<file path="config.mk">
export PLATFORM = sky130hd
export DESIGN_NAME = gpr_port_regs
export DESIGN_NICKNAME = d
export VERILOG_FILES = /design/src/gpr_pkg.sv /design/src/gpr_sync.sv /design/src/gpr_edge_flags.sv /design/src/gpr_port_regs.sv
export SDC_FILE = /design/constraint.sdc
export NUM_CORES = 1
export LEC_CHECK = 0
export BUFFER_PORTS_ARGS = -buffer_cell sky130_fd_sc_hd__buf_2
export CAP_MARGIN = 0
export CORE_MARGIN = 4
export CORE_UTILIZATION = 38
export DETAILED_ROUTE_END_ITERATION = 8
export SKIP_CTS_REPAIR_TIMING = 1
export SYNTH_ARGS = -nofsm -noshare
export SYNTH_HDL_FRONTEND = slang
export SYNTH_SLANG_ARGS = --single-unit
</file>
<file path="constraint.sdc">
create_clock -name I_CORE_CLK -period 1.56 [get_ports I_CORE_CLK]
set_input_delay 0 -clock I_CORE_CLK [delete_from_list [all_inputs] [get_ports I_CORE_CLK]]
set_output_delay 0 -clock I_CORE_CLK [all_outputs]
set_load 0.01 [all_outputs]
</file>
<file path="src/gpr_pkg.sv">
// Constants shared by the general-purpose I/O runtime register logic.
package gpr_pkg;

  // ==========================================================================
  // Widths
  // ==========================================================================
  localparam int GPR_PINS = 8;
  localparam int GPR_ADDR_W = 4;
  localparam int GPR_DATA_W = 8;
  localparam int GPR_SYNC_STAGES = 3;

  // ==========================================================================
  // Register offsets on the plain register port
  // ==========================================================================
  localparam logic [GPR_ADDR_W-1:0] OFS_PIN_OUTPUT_LATCH = 4'h0;
  localparam logic [GPR_ADDR_W-1:0] OFS_PIN_LEVEL_SAMPLE = 4'h1;
  localparam logic [GPR_ADDR_W-1:0] OFS_EVENT_NOTIFY_MASK = 4'h2;
  localparam logic [GPR_ADDR_W-1:0] OFS_EDGE_EVENT_FLAGS = 4'h3;

  // ==========================================================================
  // Reset values
  // ==========================================================================
  localparam logic [GPR_DATA_W-1:0] RST_PIN_OUTPUT_LATCH = 8'hFF;
  localparam logic [GPR_DATA_W-1:0] RST_EVENT_NOTIFY_MASK = 8'h00;
  localparam logic [GPR_DATA_W-1:0] RST_EDGE_EVENT_FLAGS = 8'h00;
  localparam logic [GPR_DATA_W-1:0] RST_ALL_ZERO = 8'h00;
  // Pins idle high behind their pull-ups, so the synchroniser starts high.
  localparam logic [GPR_DATA_W-1:0] RST_PIN_LEVEL = 8'hFF;
  localparam logic [GPR_DATA_W-1:0] RD_UNMAPPED = 8'h00;

  // Polarity input encoding: 1 selects rising edges, 0 falling edges.
  localparam logic POL_RISING = 1'b1;

endpackage

</file>
<file path="src/gpr_sync.sv">
// Three-stage pin synchroniser that accepts a change once stages two and three agree.
`timescale 1ns/1ns
module gpr_sync
  import gpr_pkg::*;
#(
  parameter int WIDTH = GPR_PINS
) (
  input wire logic I_CORE_CLK,
  input wire logic I_RESET,
  input wire logic [WIDTH-1:0] i_async,
  output logic [WIDTH-1:0] o_level
);

  logic [WIDTH-1:0] s1_q;
  logic [WIDTH-1:0] s2_q;
  logic [WIDTH-1:0] s3_q;
  logic [WIDTH-1:0] level_q;
  logic [WIDTH-1:0] level_d;
  logic [WIDTH-1:0] agree;

  // The first stage feeds only the second; the filter looks at two and three.
  assign agree = ~(s2_q ^ s3_q);
  assign level_d = (agree & s3_q) | (~agree & level_q);
  assign o_level = level_q;

  always_ff @(posedge I_CORE_CLK) begin
    if (I_RESET) begin
      s1_q <= WIDTH'(RST_PIN_LEVEL);
      s2_q <= WIDTH'(RST_PIN_LEVEL);
      s3_q <= WIDTH'(RST_PIN_LEVEL);
      level_q <= WIDTH'(RST_PIN_LEVEL);
    end else begin
      s1_q <= i_async;
      s2_q <= s1_q;
      s3_q <= s2_q;
      level_q <= level_d;
    end
  end

endmodule

</file>
<file path="src/gpr_edge_flags.sv">
// Per-pin active-edge detectors with sticky write-one-to-clear flags.
`timescale 1ns/1ns
module gpr_edge_flags
  import gpr_pkg::*;
#(
  parameter int WIDTH = GPR_PINS
) (
  input wire logic I_CORE_CLK,
  input wire logic I_RESET,
  input wire logic [WIDTH-1:0] i_level,
  input wire logic [WIDTH-1:0] i_polarity,
  input wire logic [WIDTH-1:0] i_clear,
  output logic [WIDTH-1:0] o_hit,
  output logic [WIDTH-1:0] o_flags
);

  logic [WIDTH-1:0] prev_q;
  logic [WIDTH-1:0] flags_q;
  logic [WIDTH-1:0] flags_d;
  logic [WIDTH-1:0] rise;
  logic [WIDTH-1:0] fall;
  logic [WIDTH-1:0] hit;

  assign rise = i_level & ~prev_q;
  assign fall = ~i_level & prev_q;
  // RULE9: polarity selects edge
  assign hit = (i_polarity & rise) | (~i_polarity & fall);
  // RULE12: set beats clear
  assign flags_d = (flags_q & ~i_clear) | hit;
  assign o_hit = hit;
  assign o_flags = flags_q;

  always_ff @(posedge I_CORE_CLK) begin
    if (I_RESET) begin
      prev_q <= WIDTH'(RST_PIN_LEVEL);
      flags_q <= WIDTH'(RST_EDGE_EVENT_FLAGS);
    end else begin
      prev_q <= i_level;
      flags_q <= flags_d;
    end
  end

  // ==========================================================================
  // Checks
  // ==========================================================================
  property p_flag_set;
    @(posedge I_CORE_CLK) disable iff (I_RESET)
      (hit != '0) |=> ((flags_q & $past(hit)) == $past(hit));
  endproperty
  a_flag_set: assert property (p_flag_set) else $error("edge seen but flag not set"); // RULE9

  property p_w1c;
    @(posedge I_CORE_CLK) disable iff (I_RESET)
      ((i_clear & ~hit) != '0) |=> ((flags_q & $past(i_clear & ~hit)) == '0);
  endproperty
  a_w1c: assert property (p_w1c) else $error("write one did not clear flag"); // RULE12

  property p_flag_hold;
    @(posedge I_CORE_CLK) disable iff (I_RESET)
      (i_clear == '0 && hit == '0) |=> (flags_q == $past(flags_q));
  endproperty
  a_flag_hold: assert property (p_flag_hold) else $error("flag changed without cause"); // RULE8

endmodule

</file>
<file path="src/gpr_port_regs.sv">
// Runtime register logic for one eight-pin general-purpose I/O port.
//
// What this block does
// RULE1: Each output latch bit sets the level driven on the same-index pin when its buffer is on.
// RULE2: A latch write updates every bit except those whose pin is locked, which keep their value.
// RULE3: Reading the output latch returns the stored latch, not the pins or the configuration.
// RULE4: An enabled pin is driven low for a 0, driven high for a 1 in push-pull, released in open-drain.
// RULE5: Reading the level register returns the present level of each pin, 0 low and 1 high.
// RULE6: Writes to the level register change no state and no pin.
// RULE7: Each notify mask bit gates its pin's notification, 0 masking and 1 permitting it.
// RULE8: The notify mask bits never affect setting or clearing of the edge flags.
// RULE9: A pin's edge flag is set when an edge matching that pin's polarity is detected.
// RULE10: Edge detection runs whatever the event type and whatever the mask bit.
// RULE11: For enabled edge-type pins the edge flag serves as that source's event status.
// RULE12: Writing 1 to an edge flag clears it; software clears an event that way.
// RULE13: A lock bit once set stays set until reset and freezes direction, type and output value.
// RULE14: The output enable bit selects a floating pin (0, default) or a driven pin, not input sampling.
// RULE15: The notification is raised while any pin has flag and mask both set, dropped when none.
`timescale 1ns/1ns
module gpr_port_regs
  import gpr_pkg::*;
#(
  parameter int PINS = GPR_PINS
) (
  input wire logic I_CORE_CLK,
  input wire logic I_RESET,
  input wire logic [GPR_ADDR_W-1:0] I_ADDR,
  input wire logic [GPR_DATA_W-1:0] I_WDATA,
  input wire logic I_WR,
  input wire logic I_RD,
  output logic [GPR_DATA_W-1:0] O_RDATA,
  input wire logic [PINS-1:0] I_CFG_LOCK,
  input wire logic [PINS-1:0] I_CFG_OUT_EN,
  input wire logic [PINS-1:0] I_CFG_PUSH_PULL,
  input wire logic [PINS-1:0] I_CFG_EDGE_POL,
  input wire logic [PINS-1:0] I_CFG_LEVEL_TYPE,
  input wire logic [PINS-1:0] I_PIN_IN,
  output logic [PINS-1:0] O_PIN_OUT,
  output logic [PINS-1:0] O_PIN_OE,
  output logic [PINS-1:0] O_PIN_LOCKED,
  output logic [PINS-1:0] O_EDGE_EVENT_STATUS,
  output logic O_NOTIFY
);

  // ==========================================================================
  // Register port decode
  // ==========================================================================
  logic sel_latch;
  logic sel_level;
  logic sel_mask;
  logic sel_flags;
  logic wr_latch;
  logic wr_mask;
  logic wr_flags;

  assign sel_latch = (I_ADDR == OFS_PIN_OUTPUT_LATCH);
  assign sel_level = (I_ADDR == OFS_PIN_LEVEL_SAMPLE);
  assign sel_mask = (I_ADDR == OFS_EVENT_NOTIFY_MASK);
  assign sel_flags = (I_ADDR == OFS_EDGE_EVENT_FLAGS);
  assign wr_latch = I_WR & sel_latch;
  assign wr_mask = I_WR & sel_mask;
  assign wr_flags = I_WR & sel_flags;

  // ==========================================================================
  // State
  // ==========================================================================
  logic [PINS-1:0] latch_q;
  logic [PINS-1:0] latch_d;
  logic [PINS-1:0] mask_q;
  logic [PINS-1:0] mask_d;
  logic [PINS-1:0] lock_q;
  logic [PINS-1:0] lock_d;
  logic [PINS-1:0] oe_q;
  logic [PINS-1:0] oe_d;
  logic [PINS-1:0] pp_q;
  logic [PINS-1:0] pp_d;
  logic [PINS-1:0] drive_en_q;
  logic [PINS-1:0] drive_en_d;
  logic [PINS-1:0] status_q;
  logic [PINS-1:0] status_d;
  logic notify_q;
  logic notify_d;
  logic [GPR_DATA_W-1:0] rdata_q;
  logic [GPR_DATA_W-1:0] rdata_d;
  logic [PINS-1:0] level;
  logic [PINS-1:0] flags;
  logic [PINS-1:0] hit;
  logic [PINS-1:0] clear;

  // RULE13: lock is sticky
  assign lock_d = lock_q | I_CFG_LOCK;

  // RULE2: locked bits keep value
  assign latch_d = wr_latch ? ((I_WDATA[PINS-1:0] & ~lock_q) | (latch_q & lock_q)) : latch_q;

  // RULE13: freeze direction and type
  assign oe_d = (I_CFG_OUT_EN & ~lock_q) | (oe_q & lock_q);
  assign pp_d = (I_CFG_PUSH_PULL & ~lock_q) | (pp_q & lock_q);

  // Mask writes touch only the mask; the flag logic never sees them.
  // RULE8: mask kept off flags
  assign mask_d = wr_mask ? I_WDATA[PINS-1:0] : mask_q;

  // RULE12: write one clears
  assign clear = wr_flags ? I_WDATA[PINS-1:0] : '0;

  // ==========================================================================
  // Pin drive
  // ==========================================================================
  // RULE14: enable bit gates the buffer
  // RULE4: open-drain only pulls low
  assign drive_en_d = oe_d & (pp_d | ~latch_d);

  // RULE1: latch sets the pin level
  assign O_PIN_OUT = latch_q;
  assign O_PIN_OE = drive_en_q;
  assign O_PIN_LOCKED = lock_q;

  // ==========================================================================
  // Input sampling and edge flags
  // ==========================================================================
  // Sampling ignores the output enable, so a driven pin still reads back.
  gpr_sync #(
    .WIDTH(PINS)
  ) u_sync (
    .I_CORE_CLK(I_CORE_CLK),
    .I_RESET(I_RESET),
    .i_async(I_PIN_IN),
    .o_level(level)
  );

  // RULE10: detection ignores type and mask
  gpr_edge_flags #(
    .WIDTH(PINS)
  ) u_edges (
    .I_CORE_CLK(I_CORE_CLK),
    .I_RESET(I_RESET),
    .i_level(level),
    .i_polarity(I_CFG_EDGE_POL),
    .i_clear(clear),
    .o_hit(hit),
    .o_flags(flags)
  );

  // RULE11: flag as edge event status
  assign status_d = flags & mask_q & ~I_CFG_LEVEL_TYPE;
  // RULE15: notify on any flagged pin whose mask bit is set
  // RULE7: mask gates notification
  assign notify_d = |(flags & mask_q);

  assign O_EDGE_EVENT_STATUS = status_q;
  assign O_NOTIFY = notify_q;

  // ==========================================================================
  // Read path
  // ==========================================================================
  logic [GPR_DATA_W-1:0] rd_mux;

  // RULE3: latch reads back stored value
  // RULE5: level reads the pins
  assign rd_mux = sel_latch ? GPR_DATA_W'(latch_q) :
                  sel_level ? GPR_DATA_W'(level) :
                  sel_mask ? GPR_DATA_W'(mask_q) :
                  sel_flags ? GPR_DATA_W'(flags) : RD_UNMAPPED;
  // Read data stand for exactly one cycle; the port is zero otherwise.
  assign rdata_d = I_RD ? rd_mux : RST_ALL_ZERO;
  assign O_RDATA = rdata_q;

  // ==========================================================================
  // Registers
  // ==========================================================================
  // RULE6: no level register storage
  always_ff @(posedge I_CORE_CLK) begin
    if (I_RESET) begin
      latch_q <= PINS'(RST_PIN_OUTPUT_LATCH);
      mask_q <= PINS'(RST_EVENT_NOTIFY_MASK);
      lock_q <= PINS'(RST_ALL_ZERO);
      oe_q <= PINS'(RST_ALL_ZERO);
      pp_q <= PINS'(RST_ALL_ZERO);
      drive_en_q <= PINS'(RST_ALL_ZERO);
      status_q <= PINS'(RST_ALL_ZERO);
      notify_q <= 1'b0;
      rdata_q <= RST_ALL_ZERO;
    end else begin
      latch_q <= latch_d;
      mask_q <= mask_d;
      lock_q <= lock_d;
      oe_q <= oe_d;
      pp_q <= pp_d;
      drive_en_q <= drive_en_d;
      status_q <= status_d;
      notify_q <= notify_d;
      rdata_q <= rdata_d;
    end
  end

  // ==========================================================================
  // Checks
  // ==========================================================================
  property p_latch_write;
    @(posedge I_CORE_CLK) disable iff (I_RESET)
      wr_latch |=> latch_q == (($past(I_WDATA[PINS-1:0]) & ~$past(lock_q))
                              | ($past(latch_q) & $past(lock_q)));
  endproperty
  a_latch_write: assert property (p_latch_write) else $error("latch write wrong"); // RULE2

  property p_latch_read;
    @(posedge I_CORE_CLK) disable iff (I_RESET)
      (I_RD && sel_latch) |=> O_RDATA == GPR_DATA_W'($past(latch_q));
  endproperty
  a_latch_read: assert property (p_latch_read) else $error("latch read wrong"); // RULE3

  property p_level_read;
    @(posedge I_CORE_CLK) disable iff (I_RESET)
      (I_RD && sel_level) |=> O_RDATA == GPR_DATA_W'($past(level));
  endproperty
  a_level_read: assert property (p_level_read) else $error("level read wrong"); // RULE5

  property p_level_write;
    @(posedge I_CORE_CLK) disable iff (I_RESET)
      (I_WR && sel_level) |=> (latch_q == $past(latch_q)) && (mask_q == $past(mask_q));
  endproperty
  a_level_write: assert property (p_level_write) else $error("level write had effect"); // RULE6

  property p_open_drain;
    @(posedge I_CORE_CLK) disable iff (I_RESET)
      ##1 ((O_PIN_OE & O_PIN_OUT & ~pp_q) == '0)
          && (((oe_q & ~latch_q) & ~O_PIN_OE) == '0);
  endproperty
  a_open_drain: assert property (p_open_drain) else $error("pin drive type wrong"); // RULE4

  property p_out_disabled;
    @(posedge I_CORE_CLK) disable iff (I_RESET)
      ##1 ((O_PIN_OE & ~oe_q) == '0);
  endproperty
  a_out_disabled: assert property (p_out_disabled) else $error("pin driven while off"); // RULE14

  property p_lock_sticky;
    @(posedge I_CORE_CLK) disable iff (I_RESET)
      (lock_q != '0) |=> ((lock_q & $past(lock_q)) == $past(lock_q))
                         && ((oe_q & $past(lock_q)) == ($past(oe_q) & $past(lock_q)));
  endproperty
  a_lock_sticky: assert property (p_lock_sticky) else $error("lock or frozen bit changed"); // RULE13

  property p_notify;
    @(posedge I_CORE_CLK) disable iff (I_RESET)
      ##1 (O_NOTIFY == (|($past(flags) & $past(mask_q))));
  endproperty
  a_notify: assert property (p_notify) else $error("notify does not match flags"); // RULE15

  property p_mask_gate;
    @(posedge I_CORE_CLK) disable iff (I_RESET)
      (wr_mask && I_WDATA == RST_ALL_ZERO) |=> ##1 !O_NOTIFY;
  endproperty
  a_mask_gate: assert property (p_mask_gate) else $error("masked pin still notifies"); // RULE7

  property p_edge_status;
    @(posedge I_CORE_CLK) disable iff (I_RESET)
      ##1 (O_EDGE_EVENT_STATUS == ($past(flags) & $past(mask_q) & ~$past(I_CFG_LEVEL_TYPE)));
  endproperty
  a_edge_status: assert property (p_edge_status) else $error("edge status wrong"); // RULE11

  // These watch the internal state directly, so a broken decode is caught near its cause.
  property p_hit_flags;
    @(posedge I_CORE_CLK) disable iff (I_RESET)
      (hit != '0) |=> ((flags & $past(hit)) == $past(hit));
  endproperty
  a_hit_flags: assert property (p_hit_flags) else $error("edge missed by flags"); // RULE10

  property p_mask_write;
    @(posedge I_CORE_CLK) disable iff (I_RESET)
      wr_mask |=> (mask_q == $past(I_WDATA[PINS-1:0]));
  endproperty
  a_mask_write: assert property (p_mask_write) else $error("mask write wrong"); // RULE7

  property p_mask_no_flag;
    @(posedge I_CORE_CLK) disable iff (I_RESET)
      (wr_mask && hit == '0) |=> (flags == $past(flags));
  endproperty
  a_mask_no_flag: assert property (p_mask_no_flag) else $error("mask write moved flags"); // RULE8

  property p_latch_hold;
    @(posedge I_CORE_CLK) disable iff (I_RESET)
      !wr_latch |=> (latch_q == $past(latch_q));
  endproperty
  a_latch_hold: assert property (p_latch_hold) else $error("latch changed without write"); // RULE2

  property p_flags_read;
    @(posedge I_CORE_CLK) disable iff (I_RESET)
      (I_RD && sel_flags) |=> O_RDATA == GPR_DATA_W'($past(flags));
  endproperty
  a_flags_read: assert property (p_flags_read) else $error("flag read wrong"); // RULE12

  property p_lock_out;
    @(posedge I_CORE_CLK) disable iff (I_RESET)
      (lock_q != '0) |=> (((latch_q ^ $past(latch_q)) & $past(lock_q)) == '0);
  endproperty
  a_lock_out: assert property (p_lock_out) else $error("locked latch bit changed"); // RULE13

  property p_no_spurious;
    @(posedge I_CORE_CLK) disable iff (I_RESET)
      (hit == '0) |=> ((flags & ~$past(flags)) == '0);
  endproperty
  a_no_spurious: assert property (p_no_spurious) else $error("flag set without edge"); // RULE9

endmodule

</file>
Yosys cells after proc, flatten, opt, wreduce, memory -nomap -nowiden
Index checks and enable logic that the tools add are counted.
{ "word_totals": {"inputBits": 64, "regBits": 113, "wordCells": 65, "out_inout_bits": 41} }
{ "op_classes": {"n_eq_ne": 3, "n_bitwise": 38, "n_mux": 6, "reduce_logical": 3} }
{ "ops": {"columns": ["operator", "n"], "rows": [
  ["$and A8 B8 Y8", 16],
  ["$not A8 Y8", 9],
  ["$or A8 B8 Y8", 8],
  ["$mux W8", 6],
  ["$eq A4 B2 Y1 const B", 2],
  ["$reduce_or A8 Y1", 1],
  ["$xor A8 B8 Y8", 1],
  ["$eq A4 B1 Y1 const B", 1],
  ["$logic_not A4 Y1", 1],
  ["$and A1 B1 Y1", 3],
  ["$reduce_or A2 Y1", 1],
  ["$not A1 Y1", 1]
]} }

Depth between registers and ports, before layout
{ "logic_depth": {"depth_word": 7, "depth_mapped": 5, "ltp_nobuf": 3} }

Cells and area by module
A second synthesis with hierarchy kept.
{ "hier_totals": {"hier_cells": 397, "hier_area_um2": 4341.7} }
{ "by_module_without_submodules": {"columns": ["module", "seq_area_each_um2", "instances", "cells_per_inst", "area_per_inst_um2"], "rows": [
  ["gpr_port_regs", 1301.2, 1, 249, 2681.3],
  ["gpr_sync", 640.6, 1, 83, 954.7],
  ["gpr_edge_flags", 320.3, 1, 65, 705.7]
]} }

Worst setup path after synthesis
No wires, ideal clock.
{ "synth_path": {"path_kind": "register to register", "start": "reg lock_q[2], in the netlist O_PIN_LOCKED[2]", "end": "reg drive_en_q[2], in the netlist O_PIN_OE[2]", "period_less_slack_ps": 1412, "setup_slack_ps": 148, "path_buffers": 1, "path_stages_with_launch": 5, "required_ps": 1438, "arrival_ps": 1290, "setup_ps": 122, "path_cell_list": "dfxtp_1 -> clkbuf_1 -> mux2i_1 -> nand2_1 -> o311a_1"} }
{ "synth_between": {"elab_chain_cells": 7, "elab_cells_between_ends": 14, "cone_classes": "1 x mux; 13 x bitwise"} }
{ "synth_rtl": {"columns": ["element", "line_no", "rtl"], "rows": [
  ["start: declaration", "gpr_port_regs.sv:71", "logic [PINS-1:0] lock_q;"],
  ["start signal: assignment", "gpr_port_regs.sv:177", "lock_q <= PINS'(RST_ALL_ZERO);"],
  ["start signal: assignment", "gpr_port_regs.sv:187", "lock_q <= lock_d;"],
  ["$not A8 Y8", "gpr_port_regs.sv:94, gpr_port_regs.sv:97, gpr_port_regs.sv:98", null],
  ["$and A8 B8 Y8", "gpr_port_regs.sv:94", "assign latch_d = wr_latch ? ((I_WDATA[PINS-1:0] & ~lock_q) | (latch_q & lock_q)) : latch_q;"],
  ["$or A8 B8 Y8", "gpr_port_regs.sv:94", null],
  ["$mux W8", "gpr_port_regs.sv:94", null],
  ["$not A8 Y8", "gpr_port_regs.sv:112", "assign drive_en_d = oe_d & (pp_d | ~latch_d);"],
  ["$or A8 B8 Y8", "gpr_port_regs.sv:112", null],
  ["$and A8 B8 Y8 *", "gpr_port_regs.sv:112", null],
  ["end signal: assignment", "gpr_port_regs.sv:180", "drive_en_q <= PINS'(RST_ALL_ZERO);"],
  ["end signal: assignment", "gpr_port_regs.sv:190", "drive_en_q <= drive_en_d;"],
  ["end: declaration", "gpr_port_regs.sv:77", "logic [PINS-1:0] drive_en_q;"]
]} }
Every way passes the cells marked *; elsewhere a longest branch is shown, timed or not.
A chain may end at the register's enable or synchronous reset.

Final worst setup path
{ "layout_path": {"start": "reg lock_q[6], in the netlist O_PIN_LOCKED[6]", "end": "reg pp_q[6]"} }
{ "layout_between": {"elab_chain_cells": 3, "elab_cells_between_ends": 4, "cone_classes": "4 x bitwise"} }
{ "layout_rtl": {"columns": ["element", "line_no", "rtl"], "rows": [
  ["$not A8 Y8", "gpr_port_regs.sv:98", "assign pp_d = (I_CFG_PUSH_PULL & ~lock_q) | (pp_q & lock_q);"],
  ["$and A8 B8 Y8", "gpr_port_regs.sv:98", null],
  ["$or A8 B8 Y8 *", "gpr_port_regs.sv:98", null],
  ["end signal: assignment", "gpr_port_regs.sv:179", "pp_q <= PINS'(RST_ALL_ZERO);"],
  ["end signal: assignment", "gpr_port_regs.sv:189", "pp_q <= pp_d;"],
  ["end: declaration", "gpr_port_regs.sv:75", "logic [PINS-1:0] pp_q;"]
]} }
Marked as above.

==> impl_results.md <==
* Min-delay worst type: input pin to flip-flop
* Worst slew pin tran at 559 ps
* GRT Total Usage at 0.172
* Max_cap viols at 0
* Final wirelength at roughly 11000 um
* Syn Inst Count at about 420
* Initial DRC count at 172
* Max-slew headroom at 0.627
* Pre-CTS setup slack at roughly 220 ps
* Fmax at 693 MHz
* Synth area leaders: dfxtp_1 (54%), or2_2 (4.9%), nor2_1 (3.9%), mux2i_1 (3.8%), a21oi_1 (3.2%)
* Worst skew pair latency at approximately 500 ps
* CTS Buf Count at 17
* Register Area at 2260 um2
* Outcome: complete, but fails checks
* Sequential share of power at 0.407
* Largest net degree at the start of global routing at 60
* Worst Path Arrival at 1830 ps
* Final setup viols at 0
* CTS tree: yes
* Logic pwr share at 0.086
* Final setup slack of the worst path at between 100 and 150 ps
* Starting Density at 0.387
* Post-synthesis cell area at ~4200 um2
* # IOs at ~110
* Drt first pass iters at 4
* Top cell type's share of synthesized area at 0.541
* Root Buffer: clkbuf_8
* Clock Path Buffers at 2
* Cell Count, Final, Fillers Out at 756
* CP startpoint kind: flip-flop
* Final net count at about 670
* RD Place Congestion at 0.791
* Placed Cells at 653
* Failing checks: negative hold slack
* Synth-to-layout area growth at 47.8%
* Cell Rows at 38
* Fill count at ~960
* Core footprint at approximately 11000 um2
* Clock power frac at 0.507
* H-Tree Level Count at 4
* RSZ-0062 raised after global routing: no
* Leak pwr at about 2.6 nW
* Post-synthesis register bit count at between 100 and 150
* Critical path data required time at between 1500 and 2000 ps
* Die X-Extent at 113 um
* Crit share post-route at 0.925
* First-pass GRT wire length at ~17000 um
* Commonest non-fill, non-tap cell in the layout: dfxtp_1
* Pwr Density at approximately 1200 nW/um2
* IO Port Bufs at between 100 and 150
* Critical path class: flip-flop to flip-flop
* Final Slew Violations at 0
* Net switching power figure at about 1.6 mW
* Final Hold Fails at 1
* Ys Warns at 0
* Int Pwr at 5.82 mW
* Post-layout min period at about 1400 ps
* Final Power at roughly 7.4 mW
* DRC viols at 0
* Die area at between 10000 and 15000 um2
* Register area share after synthesis at 0.541
* Crit. End Element: flip-flop
* Net Sw Frac at 0.217
* Post-Route Setup TNS at 0 ps
* GR Overflow Total at 0
* Hold slack at -7.39 ps
* DR vias/cell at 5.08
* Clock net sink count at 113
* Layout cells sized above 1 at 0.321
* Mapped Nets at around 500
* Critical path peak fanout at 3
* Vias in the first global route at approximately 3500
* Worst ir drop on vdd at between 0.0009 and 0.001 V
* Final clock skew at slightly above 7 ps
* Drt wl/cell at around 15 um
* Commonest non-fill, non-tap cells in the layout: dfxtp_1 (113), buf_2 (104), dlygate4sd3_1 (71)
* Hpwl dp at 7570 um
* Clock Pin Slew Worst Setup and Hold Paths at 50 ps
* Initial antenna violation count at 0
* Die height at approximately 110 um
* Syn avg cell area at 9.86 um2
* Antenna Violating Nets Remaining at 0
* Post-synth top area cell: dfxtp_1
* # diodes at 0
* Area occupied by multi-input gates at about 1700 um2
* Netlist cell types at 34
* Via count at 3839
final cells by class:
class,instances,share of cell area
multi-input cells,271,0.282
repair buffers,191,0.223
flip-flops and latches,113,0.366
well taps,140,0.0284
clock buffers,22,0.0733
inverters,9,0.00547
clock inverters,10,0.0217
critical path, cell delays in order, from the launching register on:
cell           delay, ps
dfxtp_1              340
mux2i_1              370
nor2_1                70
dlygate4sd3_1        560
cell usage after synthesis (all sizes together):
cell type / count
and3b: 2
nor3: 8
o21ai: 16
nand3: 8
a21o: 7
a21oi: 27
nand2b: 2
clkbuf: 18
o2111ai: 7
nor4: 1
nor2: 43
dfxtp: 113
o31ai: 16
o21a: 1
nor2b: 1
or3b: 8
o311ai: 16
nand4: 2
o311a: 8
inv: 9
or2: 33
a31oi: 7
nand2: 26
mux2i: 16
nor3b: 1
buf: 13
nand3b: 14
or4b: 1
stage by stage:
step | area [um2] | hold WS [ps] | util
floorplan | 4180 | 78.0 | -
global placement | 4880 | 169 | 0.452
detailed placement | 4880 | 169 | 0.452
CTS | 5470 | -363 | 0.507
global route | 6180 | 0.753 | 0.572
finish | 6180 | -7.39 | 0.572
worst paths after layout:
kind / from / end / slack (ps) / depth (start not counted)
max reg2reg: O_PIN_LOCKED[6] / pp_q[6] / 120 / 3
max: O_PIN_LOCKED[6] / pp_q[6] / 120 / 3
min reg2reg: u_sync.s1_q[6] / u_sync.s2_q[6] / 410 / 1
min: I_ADDR[2] / O_RDATA[7] / -7 / 4
logic make-up (layout without fill, tap and decap cells):
group,count (synthesis),count (layout),share of synthesized area
AO/OA/AOI/OAI,105,105,0.183
buffers and inverters,40,232,0.0413
flip-flops,113,113,0.541
multiplexers,16,16,0.0383
AND/OR/NAND/NOR,150,150,0.196
sequential cells by signal, indices dropped and copies added, names as in the netlist, named ones only:
register	flops
u_sync.s1_q	8
u_edges.o_flags	8
mask_q	8
O_NOTIFY	1
u_sync.s2_q	8
O_PIN_OE	8
O_RDATA	8
O_EDGE_EVENT_STATUS	8
pp_q	8
oe_q	8
O_PIN_OUT	8
O_PIN_LOCKED	8
u_edges.prev_q	8
u_sync.s3_q	8
power by group through the flow:
stage	registers, mW	logic [mW]	clock network (mW)
after floorplan	3.09	0.279	0
after global placement	3.08	0.485	0
after detailed placement	3.09	0.498	0
after CTS	3.03	0.501	3.85
after global routing	3.04	0.703	4.02
final	3.03	0.639	3.78
per-layer routing:
metal  GRT usage  wire [um]
met3      0.0556        663
met2       0.285       5730
met5           0          0
met4      0.0513        204
met1       0.213       4710
Power figures use the tool's default switching activity.
